==> src/smt_pkg.sv <==
package smt_pkg;
    // test request pin pair encodings (a,b)
    localparam logic [1:0] REQ_ADDR = 2'h3;
    localparam logic [1:0] REQ_WRITE = 2'h2;
    localparam logic [1:0] REQ_READ = 2'h1;
    localparam logic [1:0] REQ_EXIT = 2'h0;
    // control vector field positions
    localparam int CV_VALID = 0;
    localparam int CV_SIZE0 = 2;
    localparam int CV_SIZE1 = 3;
    localparam int CV_LOCK = 4;
    localparam int CV_PROT0 = 5;
    localparam int CV_PROT1 = 6;
    localparam int CV_INCR = 7;
    localparam int CV_PROT2 = 9;
    // reset values of the control settings
    localparam logic [2:0] SIZE_RST = 3'h2;
    localparam logic [3:0] PROT_RST = 4'h3;
    // bank decode
    localparam int BANK_LSB = 26;
    localparam logic [2:0] BANK_CODE_BOOT = 3'h0;
    localparam logic [2:0] BANK_BOOT = 3'h7;
    localparam int INCR_BITS = 8;
    // ahb transfer types
    localparam logic [1:0] TRANS_IDLE = 2'h0;
    localparam logic [1:0] TRANS_NSEQ = 2'h2;
endpackage

==> src/smt_bank_if.sv <==
`timescale 1ns/1ps
`default_nettype none
interface smt_bank_if;
    logic [2:0] code;
    logic remap;
    logic sel;
    logic high;
    logic [7:0] cs;
    modport host (output code, output remap, output sel, output high, input cs);
    modport dec (input code, input remap, input sel, input high, output cs);
endinterface
`default_nettype wire

==> src/smt_ctl_if.sv <==
`timescale 1ns/1ps
`default_nettype none
interface smt_ctl_if;
    logic load;
    logic [9:0] vec;
    logic [2:0] size;
    logic [3:0] prot;
    logic lock;
    logic incr;
    modport host (output load, output vec, input size, input prot, input lock, input incr);
    modport regs (input load, input vec, output size, output prot, output lock, output incr);
endinterface
`default_nettype wire

==> src/smt_bank_dec.sv <==
`timescale 1ns/1ps
`default_nettype none
module smt_bank_dec (
    input wire logic i_sys_clk,
    input wire logic i_rstn,
    smt_bank_if.dec bus
);
    typedef struct packed {
        logic [7:0] cs;
    } smt_dec_st_t;
    smt_dec_st_t s_q;
    smt_dec_st_t s_d;
    logic [2:0] bank;

    // one-hot decode, reset map moves code zero to the top bank
    always_comb begin
        s_d = s_q;
        bank = bus.code;
        if (!bus.remap && bus.code == smt_pkg::BANK_CODE_BOOT) begin
            bank = smt_pkg::BANK_BOOT;
        end
        s_d.cs = bus.sel ? (8'h01 << bank) : 8'h00;
        if (!bus.high) begin
            s_d.cs = ~s_d.cs;
        end
    end

    // registered so the pads see no decode glitches; idle is all inactive low-active
    always_ff @(posedge i_sys_clk) begin
        if (!i_rstn) begin
            s_q <= '{cs: 8'hFF};
        end else begin
            s_q <= s_d;
        end
    end

    assign bus.cs = s_q.cs;
endmodule
`default_nettype wire

==> src/smt_ctl_regs.sv <==
`timescale 1ns/1ps
`default_nettype none
module smt_ctl_regs (
    input wire logic i_sys_clk,
    input wire logic i_rstn,
    smt_ctl_if.regs ctl
);
    typedef struct packed {
        logic [2:0] size;
        logic [3:0] prot;
        logic lock;
        logic incr;
    } smt_ctl_st_t;
    smt_ctl_st_t s_q;
    smt_ctl_st_t s_d;

    // a control vector with its valid bit low leaves settings alone
    always_comb begin
        s_d = s_q;
        if (ctl.load && ctl.vec[smt_pkg::CV_VALID]) begin
            s_d.size = {1'b0, ctl.vec[smt_pkg::CV_SIZE1], ctl.vec[smt_pkg::CV_SIZE0]};
            s_d.lock = ctl.vec[smt_pkg::CV_LOCK];
            s_d.prot = {s_q.prot[3], ctl.vec[smt_pkg::CV_PROT2],
                        ctl.vec[smt_pkg::CV_PROT1], ctl.vec[smt_pkg::CV_PROT0]};
            s_d.incr = ctl.vec[smt_pkg::CV_INCR];
        end
    end

    // word, privileged data, no increment after reset
    always_ff @(posedge i_sys_clk) begin
        if (!i_rstn) begin
            s_q <= '{size: smt_pkg::SIZE_RST, prot: smt_pkg::PROT_RST,
                     lock: 1'b0, incr: 1'b0};
        end else begin
            s_q <= s_d;
        end
    end

    assign ctl.size = s_q.size;
    assign ctl.prot = s_q.prot;
    assign ctl.lock = s_q.lock;
    assign ctl.incr = s_q.incr;
endmodule
`default_nettype wire

==> src/smt_top.sv <==
`timescale 1ns/1ps
`default_nettype none
module smt_top (
    input wire logic i_sys_clk,
    input wire logic i_rstn,
    // slave side bank decode
    input wire logic i_memory_slave_select,
    input wire logic [31:0] i_haddr,
    input wire logic i_remap,
    input wire logic i_cs_active_high,
    output logic [7:0] o_bank_chip_select,
    // tester pins
    input wire logic i_test_request_a,
    input wire logic i_test_request_b,
    output logic o_test_acknowledge,
    input wire logic [31:0] i_external_data_bus,
    output logic [31:0] o_external_data_bus,
    output logic o_external_data_bus_oe,
    // test master on the ahb
    output logic o_hbusreq,
    input wire logic i_hgrant,
    input wire logic i_hready,
    input wire logic [1:0] i_hresp,
    input wire logic [31:0] i_hrdata,
    output logic [31:0] o_haddr,
    output logic [1:0] o_htrans,
    output logic o_hwrite,
    output logic [31:0] o_hwdata,
    output logic [2:0] o_test_master_size,
    output logic [3:0] o_test_master_protection,
    output logic o_test_master_lock,
    output logic [2:0] o_hburst
);
    typedef enum logic [2:0] {
        ST_NORMAL = 3'b000,
        ST_REQ = 3'b001,
        ST_IDLE = 3'b010,
        ST_ADDR = 3'b011,
        ST_DATA = 3'b100,
        ST_EXIT = 3'b101
    } smt_state_t;

    typedef struct packed {
        smt_state_t st;
        logic ack;
        logic busreq;
        logic [31:0] addr;
        logic [31:0] pend_vec;
        logic pend;
        logic [1:0] htrans;
        logic hwrite;
        logic [31:0] hwdata;
        logic [31:0] rdata;
        logic oe;
        logic xfer_wr;
        logic exit_req;
        logic multi;
    } smt_state_st_t;

    smt_state_st_t s_q;
    smt_state_st_t s_d;
    logic [1:0] req;
    logic ctl_load;
    logic [9:0] ctl_vec;

    smt_bank_if bank_bus ();
    smt_ctl_if ctl_bus ();

    // bank select path lives apart from the test master
    assign bank_bus.code = i_haddr[smt_pkg::BANK_LSB +: 3];
    assign bank_bus.remap = i_remap;
    assign bank_bus.sel = i_memory_slave_select;
    assign bank_bus.high = i_cs_active_high;
    assign o_bank_chip_select = bank_bus.cs;

    smt_bank_dec u_dec (
        .i_sys_clk(i_sys_clk),
        .i_rstn(i_rstn),
        .bus(bank_bus.dec)
    );

    assign ctl_bus.load = ctl_load;
    assign ctl_bus.vec = ctl_vec;

    smt_ctl_regs u_ctl (
        .i_sys_clk(i_sys_clk),
        .i_rstn(i_rstn),
        .ctl(ctl_bus.regs)
    );

    assign req = {i_test_request_a, i_test_request_b};

    // increment only the low eight address bits, wrapping inside them
    function automatic logic [31:0] next_addr(input logic [31:0] a, input logic [2:0] sz);
        logic [7:0] step;
        step = 8'h01 << sz[1:0];
        return {a[31:8], a[7:0] + step};
    endfunction

    // vector sequencer; a run of 11 vectors keeps the last one pending so
    // the one ending a run of two or more is taken as control, the rest as addresses
    always_comb begin
        s_d = s_q;
        ctl_load = 1'b0;
        ctl_vec = s_q.pend_vec[9:0];
        case (s_q.st)
            ST_NORMAL: begin
                s_d.ack = 1'b0;
                s_d.oe = 1'b0;
                if (i_test_request_a) begin
                    s_d.busreq = 1'b1;
                    s_d.st = ST_REQ;
                end
            end
            ST_REQ: begin
                if (i_hgrant && i_hready) begin
                    s_d.ack = 1'b1;
                    s_d.st = ST_IDLE;
                end
            end
            ST_IDLE: begin
                s_d.ack = 1'b1;
                if (req == smt_pkg::REQ_ADDR) begin
                    // the previous pending word was not last, so it is an address
                    if (s_q.pend) begin
                        s_d.addr = s_q.pend_vec;
                    end
                    s_d.multi = s_q.pend;
                    s_d.pend_vec = i_external_data_bus;
                    s_d.pend = 1'b1;
                    s_d.oe = 1'b0;
                end else begin
                    // run ended: a lone one was an address, a longer run ends in control
                    if (s_q.pend && s_q.multi) begin
                        ctl_load = 1'b1;
                    end else if (s_q.pend) begin
                        s_d.addr = s_q.pend_vec;
                    end
                    s_d.pend = 1'b0;
                    s_d.multi = 1'b0;
                    if (req == smt_pkg::REQ_EXIT) begin
                        s_d.st = ST_EXIT;
                    end else begin
                        s_d.xfer_wr = (req == smt_pkg::REQ_WRITE);
                        s_d.hwdata = i_external_data_bus;
                        s_d.oe = 1'b0;
                        s_d.ack = 1'b0;
                        s_d.st = ST_ADDR;
                    end
                end
            end
            ST_ADDR: begin
                s_d.ack = 1'b0;
                if (i_hready && i_hgrant) begin
                    s_d.htrans = smt_pkg::TRANS_NSEQ;
                    s_d.hwrite = s_q.xfer_wr;
                    s_d.st = ST_DATA;
                end
            end
            ST_DATA: begin
                s_d.ack = 1'b0;
                if (s_q.htrans == smt_pkg::TRANS_NSEQ && i_hready) begin
                    s_d.htrans = smt_pkg::TRANS_IDLE;
                end else if (i_hready) begin
                    if (i_hresp[1]) begin
                        // retry or split: reissue the same address phase
                        s_d.st = ST_ADDR;
                    end else begin
                        if (!s_q.hwrite) begin
                            s_d.rdata = i_hrdata;
                            s_d.oe = 1'b1;
                        end
                        if (ctl_bus.incr) begin
                            s_d.addr = next_addr(s_q.addr, ctl_bus.size);
                        end
                        s_d.ack = 1'b1;
                        s_d.st = ST_IDLE;
                    end
                end
            end
            ST_EXIT: begin
                s_d.busreq = 1'b0;
                s_d.ack = 1'b0;
                s_d.oe = 1'b0;
                s_d.htrans = smt_pkg::TRANS_IDLE;
                if (!i_test_request_a) begin
                    s_d.st = ST_NORMAL;
                end
            end
            default: begin
                s_d.st = ST_NORMAL;
            end
        endcase
    end

    always_ff @(posedge i_sys_clk) begin
        if (!i_rstn) begin
            s_q <= '0;
        end else begin
            s_q <= s_d;
        end
    end

    // pins and master outputs come straight from flip-flops
    assign o_test_acknowledge = s_q.ack;
    assign o_hbusreq = s_q.busreq;
    assign o_haddr = s_q.addr;
    assign o_htrans = s_q.htrans;
    assign o_hwrite = s_q.hwrite;
    assign o_hwdata = s_q.hwdata;
    assign o_external_data_bus = s_q.rdata;
    assign o_external_data_bus_oe = s_q.oe;
    assign o_test_master_size = ctl_bus.size;
    assign o_test_master_protection = ctl_bus.prot;
    assign o_test_master_lock = ctl_bus.lock;
    // only incrementing bursts of undefined length are ever issued
    assign o_hburst = 3'h1;
endmodule
`default_nettype wire

==> config.mk <==
export PLATFORM = sky130hd
export DESIGN_NAME = smt_top
export DESIGN_NICKNAME = d
export VERILOG_FILES = /design/src/smt_pkg.sv /design/src/smt_bank_if.sv /design/src/smt_ctl_if.sv /design/src/smt_bank_dec.sv /design/src/smt_ctl_regs.sv /design/src/smt_top.sv
export SDC_FILE = /design/constraint.sdc
export NUM_CORES = 1
export LEC_CHECK = 0
export BUFFER_PORTS_ARGS = -buffer_cell sky130_fd_sc_hd__buf_2
export CAP_MARGIN = 20
export CORE_ASPECT_RATIO = 1.75
export CORE_MARGIN = 3
export CORE_UTILIZATION = 37
export DETAILED_ROUTE_END_ITERATION = 6
export GPL_ROUTABILITY_DRIVEN = 0
export PLACE_DENSITY = 0.65
export SETUP_SLACK_MARGIN = 0.3
export SYNTH_ARGS = -nofsm -noshare
export SYNTH_HDL_FRONTEND = slang
export SYNTH_SLANG_ARGS = --single-unit
==> constraint.sdc <==
create_clock -name i_sys_clk -period 2 [get_ports i_sys_clk]
set_clock_uncertainty 0.2 [all_clocks]
set_input_delay 0.1 -clock i_sys_clk [delete_from_list [all_inputs] [get_ports i_sys_clk]]
set_output_delay 0.1 -clock i_sys_clk [all_outputs]
set_load 0.01 [all_outputs]
### After elaboration in Yosys (flattened, before gate mapping)

Index checks and enable logic that the tools add are counted.

| storage, ports and cells | value |
|---|---|
| bits in registers | 155 |
| bits of input ports | 107 |
| logic and storage cells | 119 |

| operators by class | value |
|---|---|
| add/sub/neg operators | 1 |
| eq/ne operators | 22 |
| shift-type cells | 2 |
| multiplexer cells | 41 |
| bitwise gates (word level) | 7 |
| reductions and logical operators | 27 |

Operator list:

| cell | number |
|---|---|
| $mux 32 | 3 |
| $pmux 32 s2 | 1 |
| $mux 8 | 6 |
| $ne 2x2->1 const B | 11 |
| $mux 3 | 6 |
| $pmux 3 s6 | 1 |
| $mux 4 | 4 |
| $mux 1 | 14 |
| $reduce_and 6->1 | 2 |
| $reduce_and 3->1 | 3 |
| $add 8x8->8 | 1 |
| $not 8->8 | 1 |
| $reduce_and 2->1 | 4 |
| $shl 1x2->8 const A | 1 |
| $shl 1x3->8 const A | 1 |
| $reduce_and 7->1 | 1 |
| $eq 2x2->1 const B | 3 |
| $eq 3x2->1 const B | 2 |
| $eq 3x3->1 const B | 2 |
| $logic_not 3->1 | 2 |
| $ne 3x3->1 const B | 2 |
| $not 1->1 | 6 |
| $pmux 2 s3 | 1 |
| $reduce_bool 3->1 | 2 |
| 14 further kinds | 20 |

### Logic depth before layout (Yosys ltp)

Gate-level depths: netlist of the first run.

| depth | value |
|---|---|
| depth in word-level cells | 7 |
| mapped depth | 9 |
| gate-level depth less buffers | 9 |

### Modules after synthesis

A second synthesis of the first run with hierarchy kept.

| second synthesis, totals | value |
|---|---|
| cell total of the unflattened synthesis | 871 |
| area, all modules | 6927.9 um^2 |

Modules (own cells, without submodules):

| module | times used | cells an instance | area each (um^2) | seq. area each (um^2) |
|---|---|---|---|---|
| smt_top | 1 | 794 | 6190.9 | 2782.7 |
| smt_bank_dec | 1 | 41 | 395.4 | 160.2 |
| smt_ctl_regs | 1 | 36 | 341.6 | 140.1 |

### Least setup slack after synthesis of the first run

No wires, ideal clock.

| path | value |
|---|---|
| kind | reg-to-reg |
| start point | register s_q[138] (netlist name) |
| end point | register s_q, in the netlist o_haddr[7] |
| setup time | 0.074 ns |
| arrival time | 1.801 ns |
| slack | -0.075 ns |
| stages on the path, launching flop included | 8 |
| buffers on the path | 2 |
| clock period less this slack | 2.075 ns |
| cells stage by stage | dfxtp_1 buf_6 or3b_1 buf_6 nor3_4 a21oi_2 or4_1 a31oi_1 |

| between the ends | value |
|---|---|
| cells in the longest elaborated chain, start to end | 3 |
| elaborated cells on any way between the ends | 10 |
| classes of those cells | eq/ne: 7; mux: 1; reduce/logical: 2 |

RTL lines:

| item | RTL line | source |
|---|---|---|
| start, declared | smt_top.sv:60 | `smt_state_st_t s_q;` |
| start signal, assigned | smt_top.sv:198 | `s_q <= '0;` |
| start signal, assigned | smt_top.sv:200 | `s_q <= s_d;` |
| $eq 3x2->1 / $eq 3x3->1 (equally long branches) | smt_top.sv:106 | `case (s_q.st)` |
| $ne 3x3->1 (no source line), or another cell as far along | -- |  |
| $reduce_and 6->1 (no source line) | -- |  |

Several ways; a longest one is shown, not always the timed one. The select of a mux whose other input is x is not followed.
A chain may end at the register's enable or synchronous reset.

### Worst setup path in the final report of the first run

| path | value |
|---|---|
| start point | register s_q[139] (netlist name) |
| end point | register s_q, in the netlist o_external_data_bus[21] |

| between the ends | value |
|---|---|
| cells in the longest elaborated chain, start to end | 2 |

RTL lines:

| item | RTL line |
|---|---|
| $eq 3x3->1 | smt_top.sv:106 |
| $reduce_and 5->1 (no source line) | -- |

Every way passes these cells.

==> metrics.txt, run 1 <==
pre-CTS setup slack=-2.41 ps; max cap viols=0; reg2reg start=s_q[139]; via/cell ratio=4.91; first-pass GRT wire length=29,800 um; die width=108 um; core area=0.0177 sq mm; CTS Root Cell=clkbuf_16; share of cells above drive strength 1=38.6%; Max Clk Rate=494 MHz; Layout area overhead=47.1%; Synth area leaders=dfxtp_1, nand2_1, buf_4, a21oi_1, clkbuf_1; Die Ht=185 um; Final Hold Fails=0; min-delay src=i_test_request_a; endpoints failing setup=2; Die Area=0.0199 sq mm; Critical Path Fanout Max=16; Final #Nets=1,163; Ant. Diodes=0; clk slew on worst S/H paths=70 ps; hpwl dp=12,000 um; VDD IR max=0.446 mV; Clock H-tree levels=4; vias=6,338; crit path DAT=2160 ps; Lkg Pwr=0.00415 uW; critical path startpoint category=flip-flop; Sink Count=154; final slew viol count=0; ys async rst share=0%; clk_lat worst skew=420 ps; standard-cell rows=64; Area after DPL=0.00732 sq mm; commonest non-fill, non-tap cell in the layout=nand2_1; Cell variety after synth=51; DRT Pass-1 Iters=5; Routed Antenna Nets=0; Worst path slowest cell=or3b_4; failing checks=negative setup slack; critical path type=flip-flop to flip-flop; Syn Std Cell Area=0.00674 sq mm; pwr dens=838 mW/mm^2; crit path launch=s_q[139]; fin area=0.00991 sq mm; post-synth top area share=45.8%; critical-path cell list=or3b_4 -> buf_12 -> nor4_4 -> buf_4 -> buf_4 -> buf_12 -> nand2_1 -> a21oi_1; Yosys top cell by area=dfxtp_1; status=complete, but fails checks; commonest non-fill, non-tap cells in the layout=nand2_1, buf_2, dfxtp_1, a21oi_1, dlygate4sd3_1; DRT Wirelength=20,800 um; clk buf depth=2; GRT Total Usage=19.0%; DR iter-0 viols=355; RSZ-0062 raised after global routing=true; Routed WL per cell=16.1 um; top_reg_cell synth=dfxtp_1; total CTS buffers=17; FF-to-FF setup slack=-30 ps; CP Capture Type=flip-flop; Critical Path Max Stage Delay=430 ps; GRT overflow=0; Ys Warns=0; effective utilization at floorplan=38.1%; CP required=2130 ps; io pins=228; Post-Synthesis Cells=854; syn avg cell area=7.89 sq um; initial antenna violation count=0; Residual DRC=0; sequential share of the synthesized area=45.8%; largest net degree at the start of global routing=65; fillers=1,497; post-layout min period=2030 ps; synthesis-stage register bit count=154; min-delay worst type=input pin to flip-flop; worst setup margin=-25.7 ps; Tcrit/Tclk final=101%; number of synthesized flops with an enable pin=0; vias in the first global route=6,095; I/O Buffers=191; CTS tree=done; final setup TNS=-29.7 ps
-- timing repair --
item | 4_1_cts | 5_1_grt
setup endpoints to repair | 95 | 144
pin swaps | 14 | 56
hold buffers | 79 | 2
resized for setup | 58 | 154
hold endpoints to repair | 116 | 5
setup buffers | 10 | 6
cloned | 5 | 6
-- final timing paths --
check | to | cells after the start
min | o_hbusreq | 5
max | o_external_data_bus[21] | 8
min reg2reg | o_haddr[22] | 2
max reg2reg | o_external_data_bus[21] | 8
-- worst max-delay path, delay by kind of cell, from the launching register on --
family,cells,cell delay [ps]
AOI/OAI and AO/OA,1,200
buffers and inverters,4,590
DFF,1,330
and+or+nand+nor,3,630
-- synth_stat cells, drive strengths merged (2+ instances only) --
cell      n
nand2   268
dfxtp   154
a21oi   140
buf     109
clkbuf   44
nor2     16
inv      10
o21ai    10
mux2i     8
nor2b     8
xnor2     8
ha        7
nand2b    7
nand3     7
nor3      7
a211oi    5
o22ai     4
a22oi     3
a31oi     3
and2      3
and3      3
a21o      2
conb      2
nand3b    2
nand4b    2
nor4      2
o211ai    2
-- layout make-up --
cell class | instances | area [sq um] | share of cell area, %
clock inverters | 11 | 194 | 1.96
well taps | 231 | 289 | 2.92
clock buffers | 19 | 433 | 4.37
flip-flops and latches | 154 | 3090 | 31.2
repair buffers | 324 | 2580 | 26.1
inverters | 10 | 40.0 | 0.404
multi-input cells | 541 | 3280 | 33.1
-- per-layer routing --
layer,routed length [um],vias to the layer above,global-route usage [%]
li1,-,3086,-
met1,7770,3028,19.0
met4,561,0,8.24
met5,0,-,0
met3,872,39,4.14
met2,11600,185,36.7
-- logic make-up after synthesis --
| logic type | count (synthesis) | share of synthesized area, % |
|---|---|---|
| AO/OA/AOI/OAI | 179 | 14.5 |
| XOR/XNOR | 8 | 1.04 |
| adder cells (fa/ha/maj) | 8 | 1.60 |
| buffers and inverters | 163 | 15.1 |
| flip-flops | 154 | 45.8 |
| multiplexers | 8 | 1.19 |
| other | 2 | 0.111 |
| AND/OR/NAND/NOR | 332 | 20.7 |
-- state kept, by name (all words and copies together), names as in the netlist --
register                flops
u_ctl.ctl.lock              1
o_hwrite                    1
o_external_data_bus_oe      1
u_ctl.ctl.size              2
s_q                        28
ctl_bus.vec                10
o_test_acknowledge          1
u_ctl.ctl.incr              1
o_hbusreq                   1
u_ctl.ctl.prot              3
o_hwdata                   32
u_dec.bus.cs                8
o_htrans                    1
o_external_data_bus        32
o_haddr                    32
-- power by group --
part	internal (uW)	switching, uW
clock	2210	1310
sequential	3190	68.9
combinational	747	773
total	6150	2150
-- per-stage QoR --
stage / util [%] / hold slack (ps) / instances / total power, uW
final: 56.0 / 56.6 / 1290 / 8300
after global routing: 56.0 / 74.9 / 1290 / 8640
after CTS: 51.8 / 1.43 / 1280 / 7980
after detailed placement: 41.4 / 147 / 1156 / 4240
after global placement: 41.4 / 140 / 1156 / 4230
after floorplan: - / 36.0 / 858 / 3970
No activity file was read; power rests on OpenSTA's default activity.
==> run 2, diff against run 1 <==
--- a/config.mk
+++ b/config.mk
@@ -5,14 +5,17 @@
 export SDC_FILE = /design/constraint.sdc
 export NUM_CORES = 1
 export LEC_CHECK = 0
+export ABC_AREA = 1
 export BUFFER_PORTS_ARGS = -buffer_cell sky130_fd_sc_hd__buf_2
 export CAP_MARGIN = 20
 export CORE_ASPECT_RATIO = 1.75
 export CORE_MARGIN = 3
 export CORE_UTILIZATION = 37
+export CTS_BUF_LIST = sky130_fd_sc_hd__clkbuf_8
 export DETAILED_ROUTE_END_ITERATION = 6
 export GPL_ROUTABILITY_DRIVEN = 0
 export PLACE_DENSITY = 0.65
+export RECOVER_POWER = 50
 export SETUP_SLACK_MARGIN = 0.3
 export SYNTH_ARGS = -nofsm -noshare
 export SYNTH_HDL_FRONTEND = slang
==> run 2 against run 1 <==
Against the previous run:
- the run now ends clean
- register-to-register slack better by 180 ps
- maximum frequency grew 9.6%
- synthesized cell count is 8.3% higher
- worst hold slack improved by 36 ps
- clock power fell by 23%
- first-iteration DRC count is 36% lower
- setup slack improved by 180 ps
- cell area down 8.2%
- utilization down 5.6 points
- sequential power grew 5%
==> metrics.txt, run 2 <==
Residual DRC=0 (unchanged); FF-to-FF path depth=8 (unchanged); VDD IR max=0.374 mV (was 0.446 mV); synthesis-stage register bit count=154 (unchanged); core area=0.0181 sq mm (was 0.0177 sq mm); Ant. Diodes=0 (unchanged); Critical Path Fanout Max=4 (was 16); Cell variety after synth=33 (was 51); clk_lat worst skew=440 ps (was 420 ps); Reg-to-Reg End=o_haddr[4] (was o_external_data_bus[21]); DRT Pass-1 Iters=5 (unchanged); worst rel slew slack=52.0%; Tot Pwr=7530 uW (was 8300 uW); DR iter-0 viols=228 (was 355); Max Clk Rate=541 MHz (was 494 MHz); critical path type=flip-flop to flip-flop (unchanged); initial antenna violation count=0 (unchanged); fin area=0.00909 sq mm (was 0.00991 sq mm); syn avg cell area=7.37 sq um (was 7.89 sq um); Area after DPL=0.00727 sq mm (was 0.00732 sq mm); Tcrit/Tclk final=92.4% (was 101%); CP required=2130 ps (about the same); standard-cell rows=65 (was 64); Routed Antenna Nets=0 (unchanged); RSZ-0062 raised after global routing=true (unchanged); top_reg_cell synth=dfxtp_1 (unchanged); Die Ht=186 um (was 185 um); crit path DAT=1980 ps (was 2160 ps); Clock H-tree levels=4 (unchanged); Yosys top cell by area=dfxtp_1 (unchanged); Sink Count=154 (unchanged); final setup TNS=0 ps (was -29.7 ps); Tightest Pin Transition=718 ps; post-layout min period=1850 ps (was 2030 ps); GRT overflow=0 (unchanged); io pins=228 (unchanged); vias=6,397 (was 6,338); commonest cells in the synthesized netlist=nor2_1, dfxtp_1, o21ai_0, buf_4, nand2_1 (was nand2_1, dfxtp_1, a21oi_1, buf_4, clkbuf_1); CTS Root Cell=clkbuf_8 (was clkbuf_16); share of cells above drive strength 1=20.2% (was 38.6%); DRT Wirelength=20,100 um (was 20,800 um); Util after Layout=50.4% (was 56.0%); CTS tree=done (unchanged); commonest non-fill, non-tap cell in the layout=nor2_1 (was nand2_1); sequential share of the synthesized area=45.3% (was 45.8%); status=finished, final reports clean (was complete, but fails checks); GRT Total Usage=18.2% (was 19.0%); reg2reg start=u_ctl.ctl.size[0] (was s_q[139]); min-delay worst type=input pin to flip-flop (unchanged); post-synth top area share=45.3% (was 45.8%); final slew viol count=0 (unchanged); Final Hold Fails=0 (unchanged); commonest non-fill, non-tap cells in the layout=nor2_1, dfxtp_1, clkbuf_1, o21ai_0, dlygate4sd3_1 (was nand2_1, buf_2, dfxtp_1, a21oi_1, dlygate4sd3_1); CP Capture Type=flip-flop (unchanged); Ys Warns=0 (unchanged); total CTS buffers=17 (unchanged); clk buf depth=2 (unchanged); clk slew on worst S/H paths=80 ps (was 70 ps); critical path startpoint category=flip-flop (unchanged); Syn Std Cell Area=0.00681 sq mm (was 0.00674 sq mm); die width=109 um (was 108 um); vias in the first global route=5,958 (was 6,095); first-pass GRT wire length=29,000 um (was 29,800 um); number of synthesized flops with an enable pin=0 (unchanged); hpwl dp=11,900 um (was 12,000 um); largest net degree at the start of global routing=93 (was 65); Layout area overhead=33.5% (was 47.1%); cell with the most instances after synthesis=nor2_1 (was nand2_1); Synth area leaders=dfxtp_1, nor2_1, buf_4, o21ai_0, nand2_1 (was dfxtp_1, nand2_1, buf_4, a21oi_1, clkbuf_1); critical path endpoint=o_haddr[4] (was o_external_data_bus[21]); Post-Synthesis Cells=925 (was 854); Routed WL per cell=14.8 um (was 16.1 um); Hold Slack=92.9 ps (was 56.6 ps); max cap viols=0 (unchanged); Lkg Pwr=0.00382 uW (was 0.00415 uW); crit path launch=u_ctl.ctl.size[0] (was s_q[139]); Final #Nets=1,230 (was 1,163); via/cell ratio=4.70 (was 4.91); endpoints failing setup=0 (was 2); Die Area=0.0201 sq mm (was 0.0199 sq mm); I/O Buffers=191 (unchanged); ys async rst share=0% (unchanged); pwr dens=828 mW/mm^2 (was 838 mW/mm^2); effective utilization at floorplan=37.7% (was 38.1%); FF-to-FF setup slack=150 ps (was -30 ps)
[run 2: changes by cell type after synthesis, sizes merged, moves of 13 or more]
cell,before,now
nand3,7,26
buf,109,122
clkbuf,44,25
inv,10,40
nand2,268,75
a21oi,140,30
o21ai,10,143
nor2,16,274
[run 2: routing by layer]
metal / part of all wire [%] / global-route usage, % / vias to the layer above
met5: 0 / 0 / -
met4: 2.7 / 8.09 / 0
met3: 4.1 / 3.09 / 33
met2: 55 / 34.6 / 181
met1: 38 / 19.3 / 2961
li1: - / - / 3222
[run 2: cell families after synthesis]
family	share of synthesized area, %
buffers and inverters	16.6
AO/OA/AOI/OAI	13.5
adder cells (fa/ha/maj)	1.58
flip-flops	45.3
XOR/XNOR	0.129
other	0.110
AND/OR/NAND/NOR	22.8
[run 2: through the flow]
stage                     instances  worst slack, ps
after floorplan                 929              218
after global placement         1223             64.7
after detailed placement       1223             45.6
after CTS                      1343              182
after global routing           1360             39.4
final                          1360              151
[run 2: worst min-delay path by stage]
stage,from,to,slack (ps),cells past startpoint
4_1_cts,i_test_request_a,s_q[139],30,7
6_report,i_test_request_a,s_q[139],90,8
5_1_grt,i_test_request_b,s_q[71],130,6
3_5_place_dp,i_hrdata[28],o_external_data_bus[28],130,3
3_3_place_gp,i_hrdata[3],o_external_data_bus[3],120,3
2_1_floorplan,i_cs_active_high,u_dec.bus.cs[5],10,1
[run 2: area by class of cell]
type	count	area (sq um)
fillers	1746	8960
flip-flops and latches	154	3100
multi-input cells	586	2880
repair buffers	314	2200
well taps	234	293
clock buffers	18	248
clock inverters	12	199
inverters	42	178
[run 2: timing repair]
| item | in CTS | in global routing |
|---|---|---|
| buffers inserted | 10 | 10 |
| hold buffers | 79 | 1 |
| endpoints found under the hold margin | 113 | 2 |
| gates resized for setup | 37 | 84 |
| gates cloned | 1 | 8 |
| pin swaps | 17 | 19 |
| setup endpoints to repair | 129 | 135 |
[run 2: critical path: stages (launching register included)]
cell,delay [ps]
dfxtp_4,370
nor2_4,120
ha_4,140
inv_2,40
fa_2,390
o2111ai_2,210
nand2_1,90
o21ai_1,140
nor2_1,50
[run 2: power by group]
| group | switching [uW] | internal, uW | total [uW] |
|---|---|---|---|
| Combinational | 800 | 619 | 1420 |
| Clock | 1190 | 1500 | 2700 |
| Sequential | 139 | 3280 | 3420 |
| Total | 2130 | 5400 | 7530 |
==> run 3, diff against run 2 <==
--- a/config.mk
+++ b/config.mk
@@ -15,7 +15,6 @@
 export DETAILED_ROUTE_END_ITERATION = 6
 export GPL_ROUTABILITY_DRIVEN = 0
 export PLACE_DENSITY = 0.65
-export RECOVER_POWER = 50
 export SETUP_SLACK_MARGIN = 0.3
 export SYNTH_ARGS = -nofsm -noshare
 export SYNTH_HDL_FRONTEND = slang
==> run 3 against run 2 <==
Against the previous run:
- flip-flop and latch count did not move
- via count rose by 0.22%
- cell area rose by 1.7%
- non-clock buffer count did not move
- first-iteration DRC count rose by 18%
- cell count did not move
- register-to-register slack barely moved
- wire length barely moved
- clock-buffer cell count did not move
- largest cell class unchanged
- total power rose by 0.60%
- sequential power barely moved
- clock power barely moved
==> metrics.txt, run 3 (synthesized netlist as in run 2, its figures left out) <==
status=finished, final reports clean (unchanged); Routed Antenna Nets=0 (unchanged); combinational power share=19.3% (was 18.8%); final setup TNS=0 ps (unchanged); clk_lat worst skew=450 ps (was 440 ps); via/cell ratio=4.71 (was 4.70); total CTS buffers=17 (unchanged); GRT Total Usage=18.2% (unchanged); core area=0.0181 sq mm (unchanged); post-layout min period=1840 ps (was 1850 ps); part of the power in the clock network=35.7% (was 35.8%); endpoints failing setup=0 (unchanged); critical path type=flip-flop to flip-flop (unchanged); die width=109 um (unchanged); commonest non-fill, non-tap cells in the layout=nor2_1, buf_2, dfxtp_1, o21ai_0, dlygate4sd3_1 (was nor2_1, dfxtp_1, clkbuf_1, o21ai_0, dlygate4sd3_1); Internal=5440 uW (was 5400 uW); crit path DAT=1970 ps (was 1980 ps); CP required=2140 ps (was 2130 ps); Max Clk Rate=544 MHz (was 541 MHz); Area after DPL=0.00727 sq mm (unchanged); switching power of the nets=2140 uW (was 2130 uW); switching part of the total=28.2% (was 28.3%); max cap viols=0 (unchanged); Final #Nets=1,230 (unchanged); Clock H-tree levels=4 (unchanged); clk buf depth=2 (unchanged); pwr dens=819 mW/mm^2 (was 828 mW/mm^2); vias in the first global route=5,958 (unchanged); CTS Root Cell=clkbuf_8 (unchanged); CP Capture Type=flip-flop (unchanged); Util after Layout=51.2% (was 50.4%); RSZ-0062 raised after global routing=true (unchanged); io pins=228 (unchanged); I/O Buffers=191 (unchanged); Final Hold Fails=0 (unchanged); Die Ht=186 um (unchanged); fillers=1,690 (was 1,746); largest net degree at the start of global routing=93 (unchanged); worst setup margin=163 ps (was 151 ps); Die Area=0.0201 sq mm (unchanged); CTS tree=done (unchanged); critical path startpoint category=flip-flop (unchanged); Tightest Pin Transition=721 ps (was 718 ps); hpwl dp=11,900 um (unchanged); Routed WL per cell=14.8 um (about the same); min-delay worst type=input pin to flip-flop (unchanged); Sink Count=154 (unchanged); GRT overflow=0 (unchanged); vias=6,411 (was 6,397); effective utilization at floorplan=37.7% (unchanged); final slew viol count=0 (unchanged); share of cells above drive strength 1=30.4% (was 20.2%); Layout area overhead=35.8% (was 33.5%); Lkg Pwr=0.00429 uW (was 0.00382 uW); Ant. Diodes=0 (unchanged); first-pass GRT wire length=29,000 um (unchanged); standard-cell rows=65 (unchanged); fin area=0.00925 sq mm (was 0.00909 sq mm); worst rel slew slack=51.8% (was 52.0%); pre-CTS setup slack=45.6 ps (unchanged); clk slew on worst S/H paths=80 ps (about the same); DR iter-0 viols=269 (was 228); Reg power frac=45.1% (was 45.4%); Tcrit/Tclk final=91.8% (was 92.4%); VDD IR max=0.378 mV (was 0.374 mV); Residual DRC=0 (unchanged); commonest non-fill, non-tap cell in the layout=nor2_1 (unchanged); Critical Path Fanout Max=4 (unchanged); DRT Pass-1 Iters=6 (was 5); initial antenna violation count=0 (unchanged); DRT Wirelength=20,100 um (about the same)
run 3: changes by cell type in the layout (fill, tap and decap cells not counted), sizes merged:
cell and delta:
clkbuf -115, buf +115
run 3: worst paths after layout:
kind | startpoint | end | slack [ps] | cells past startpoint
worst max-delay path | u_ctl.ctl.size[0] | o_haddr[4] | 160 | 8
worst min register to register | o_test_acknowledge | o_test_acknowledge | 270 | 2
worst max register to register | u_ctl.ctl.size[0] | o_haddr[4] | 160 | 8
worst min-delay path | i_test_request_a | s_q[139] | 90 | 8
run 3: power groups by stage:
stage	Combinational (uW)	Sequential, uW	Clock, uW
2_1_floorplan	818	3440	0
3_3_place_gp	1070	3460	0
3_5_place_dp	1070	3460	0
4_1_cts	1250	3400	2780
5_1_grt	1620	3440	2890
6_report	1460	3410	2700
run 3: repair_timing:
item                                   4_1_cts  5_1_grt
pin swaps                                   17       19
setup endpoints to repair                  129      135
endpoints found under the hold margin      113        2
gates resized for setup                     37       84
gates cloned                                 1        8
hold buffers                                79        1
buffers inserted                            10       10
run 3: routing by layer:
| metal | vias up | GRT usage (%) | routed length, um |
|---|---|---|---|
| met3 | 37 | 3.09 | 765 |
| met2 | 179 | 34.6 | 11100 |
| met5 | - | 0 | 0 |
| li1 | 3219 | - | - |
| met1 | 2976 | 19.3 | 7660 |
| met4 | 0 | 8.09 | 573 |
run 3: through the flow:
| stage | total power [uW] | hold WS, ps | instances |
|---|---|---|---|
| 2_1_floorplan | 4260 | 13.2 | 929 |
| 3_3_place_gp | 4520 | 120 | 1223 |
| 3_5_place_dp | 4540 | 128 | 1223 |
| 4_1_cts | 7420 | 27.0 | 1343 |
| 5_1_grt | 7950 | 135 | 1360 |
| 6_report | 7580 | 90.7 | 1360 |
run 3: final cells by class:
cell class,count,area (sq um),share of cell area (%)
well taps,234,293,3.17
multi-input cells,586,2890,31.2
flip-flops and latches,154,3100,33.5
clock inverters,12,199,2.15
clock buffers,18,248,2.68
repair buffers,314,2350,25.4
inverters,42,178,1.92
run 3: critical path, cell delays in order, from the launching register on:
cell       delay [ps]
dfxtp_4           370
nor2_4            120
ha_4              140
inv_2              40
fa_2              390
o2111ai_2         210
nand2_1            90
o21ai_1           130
nor2_1             50
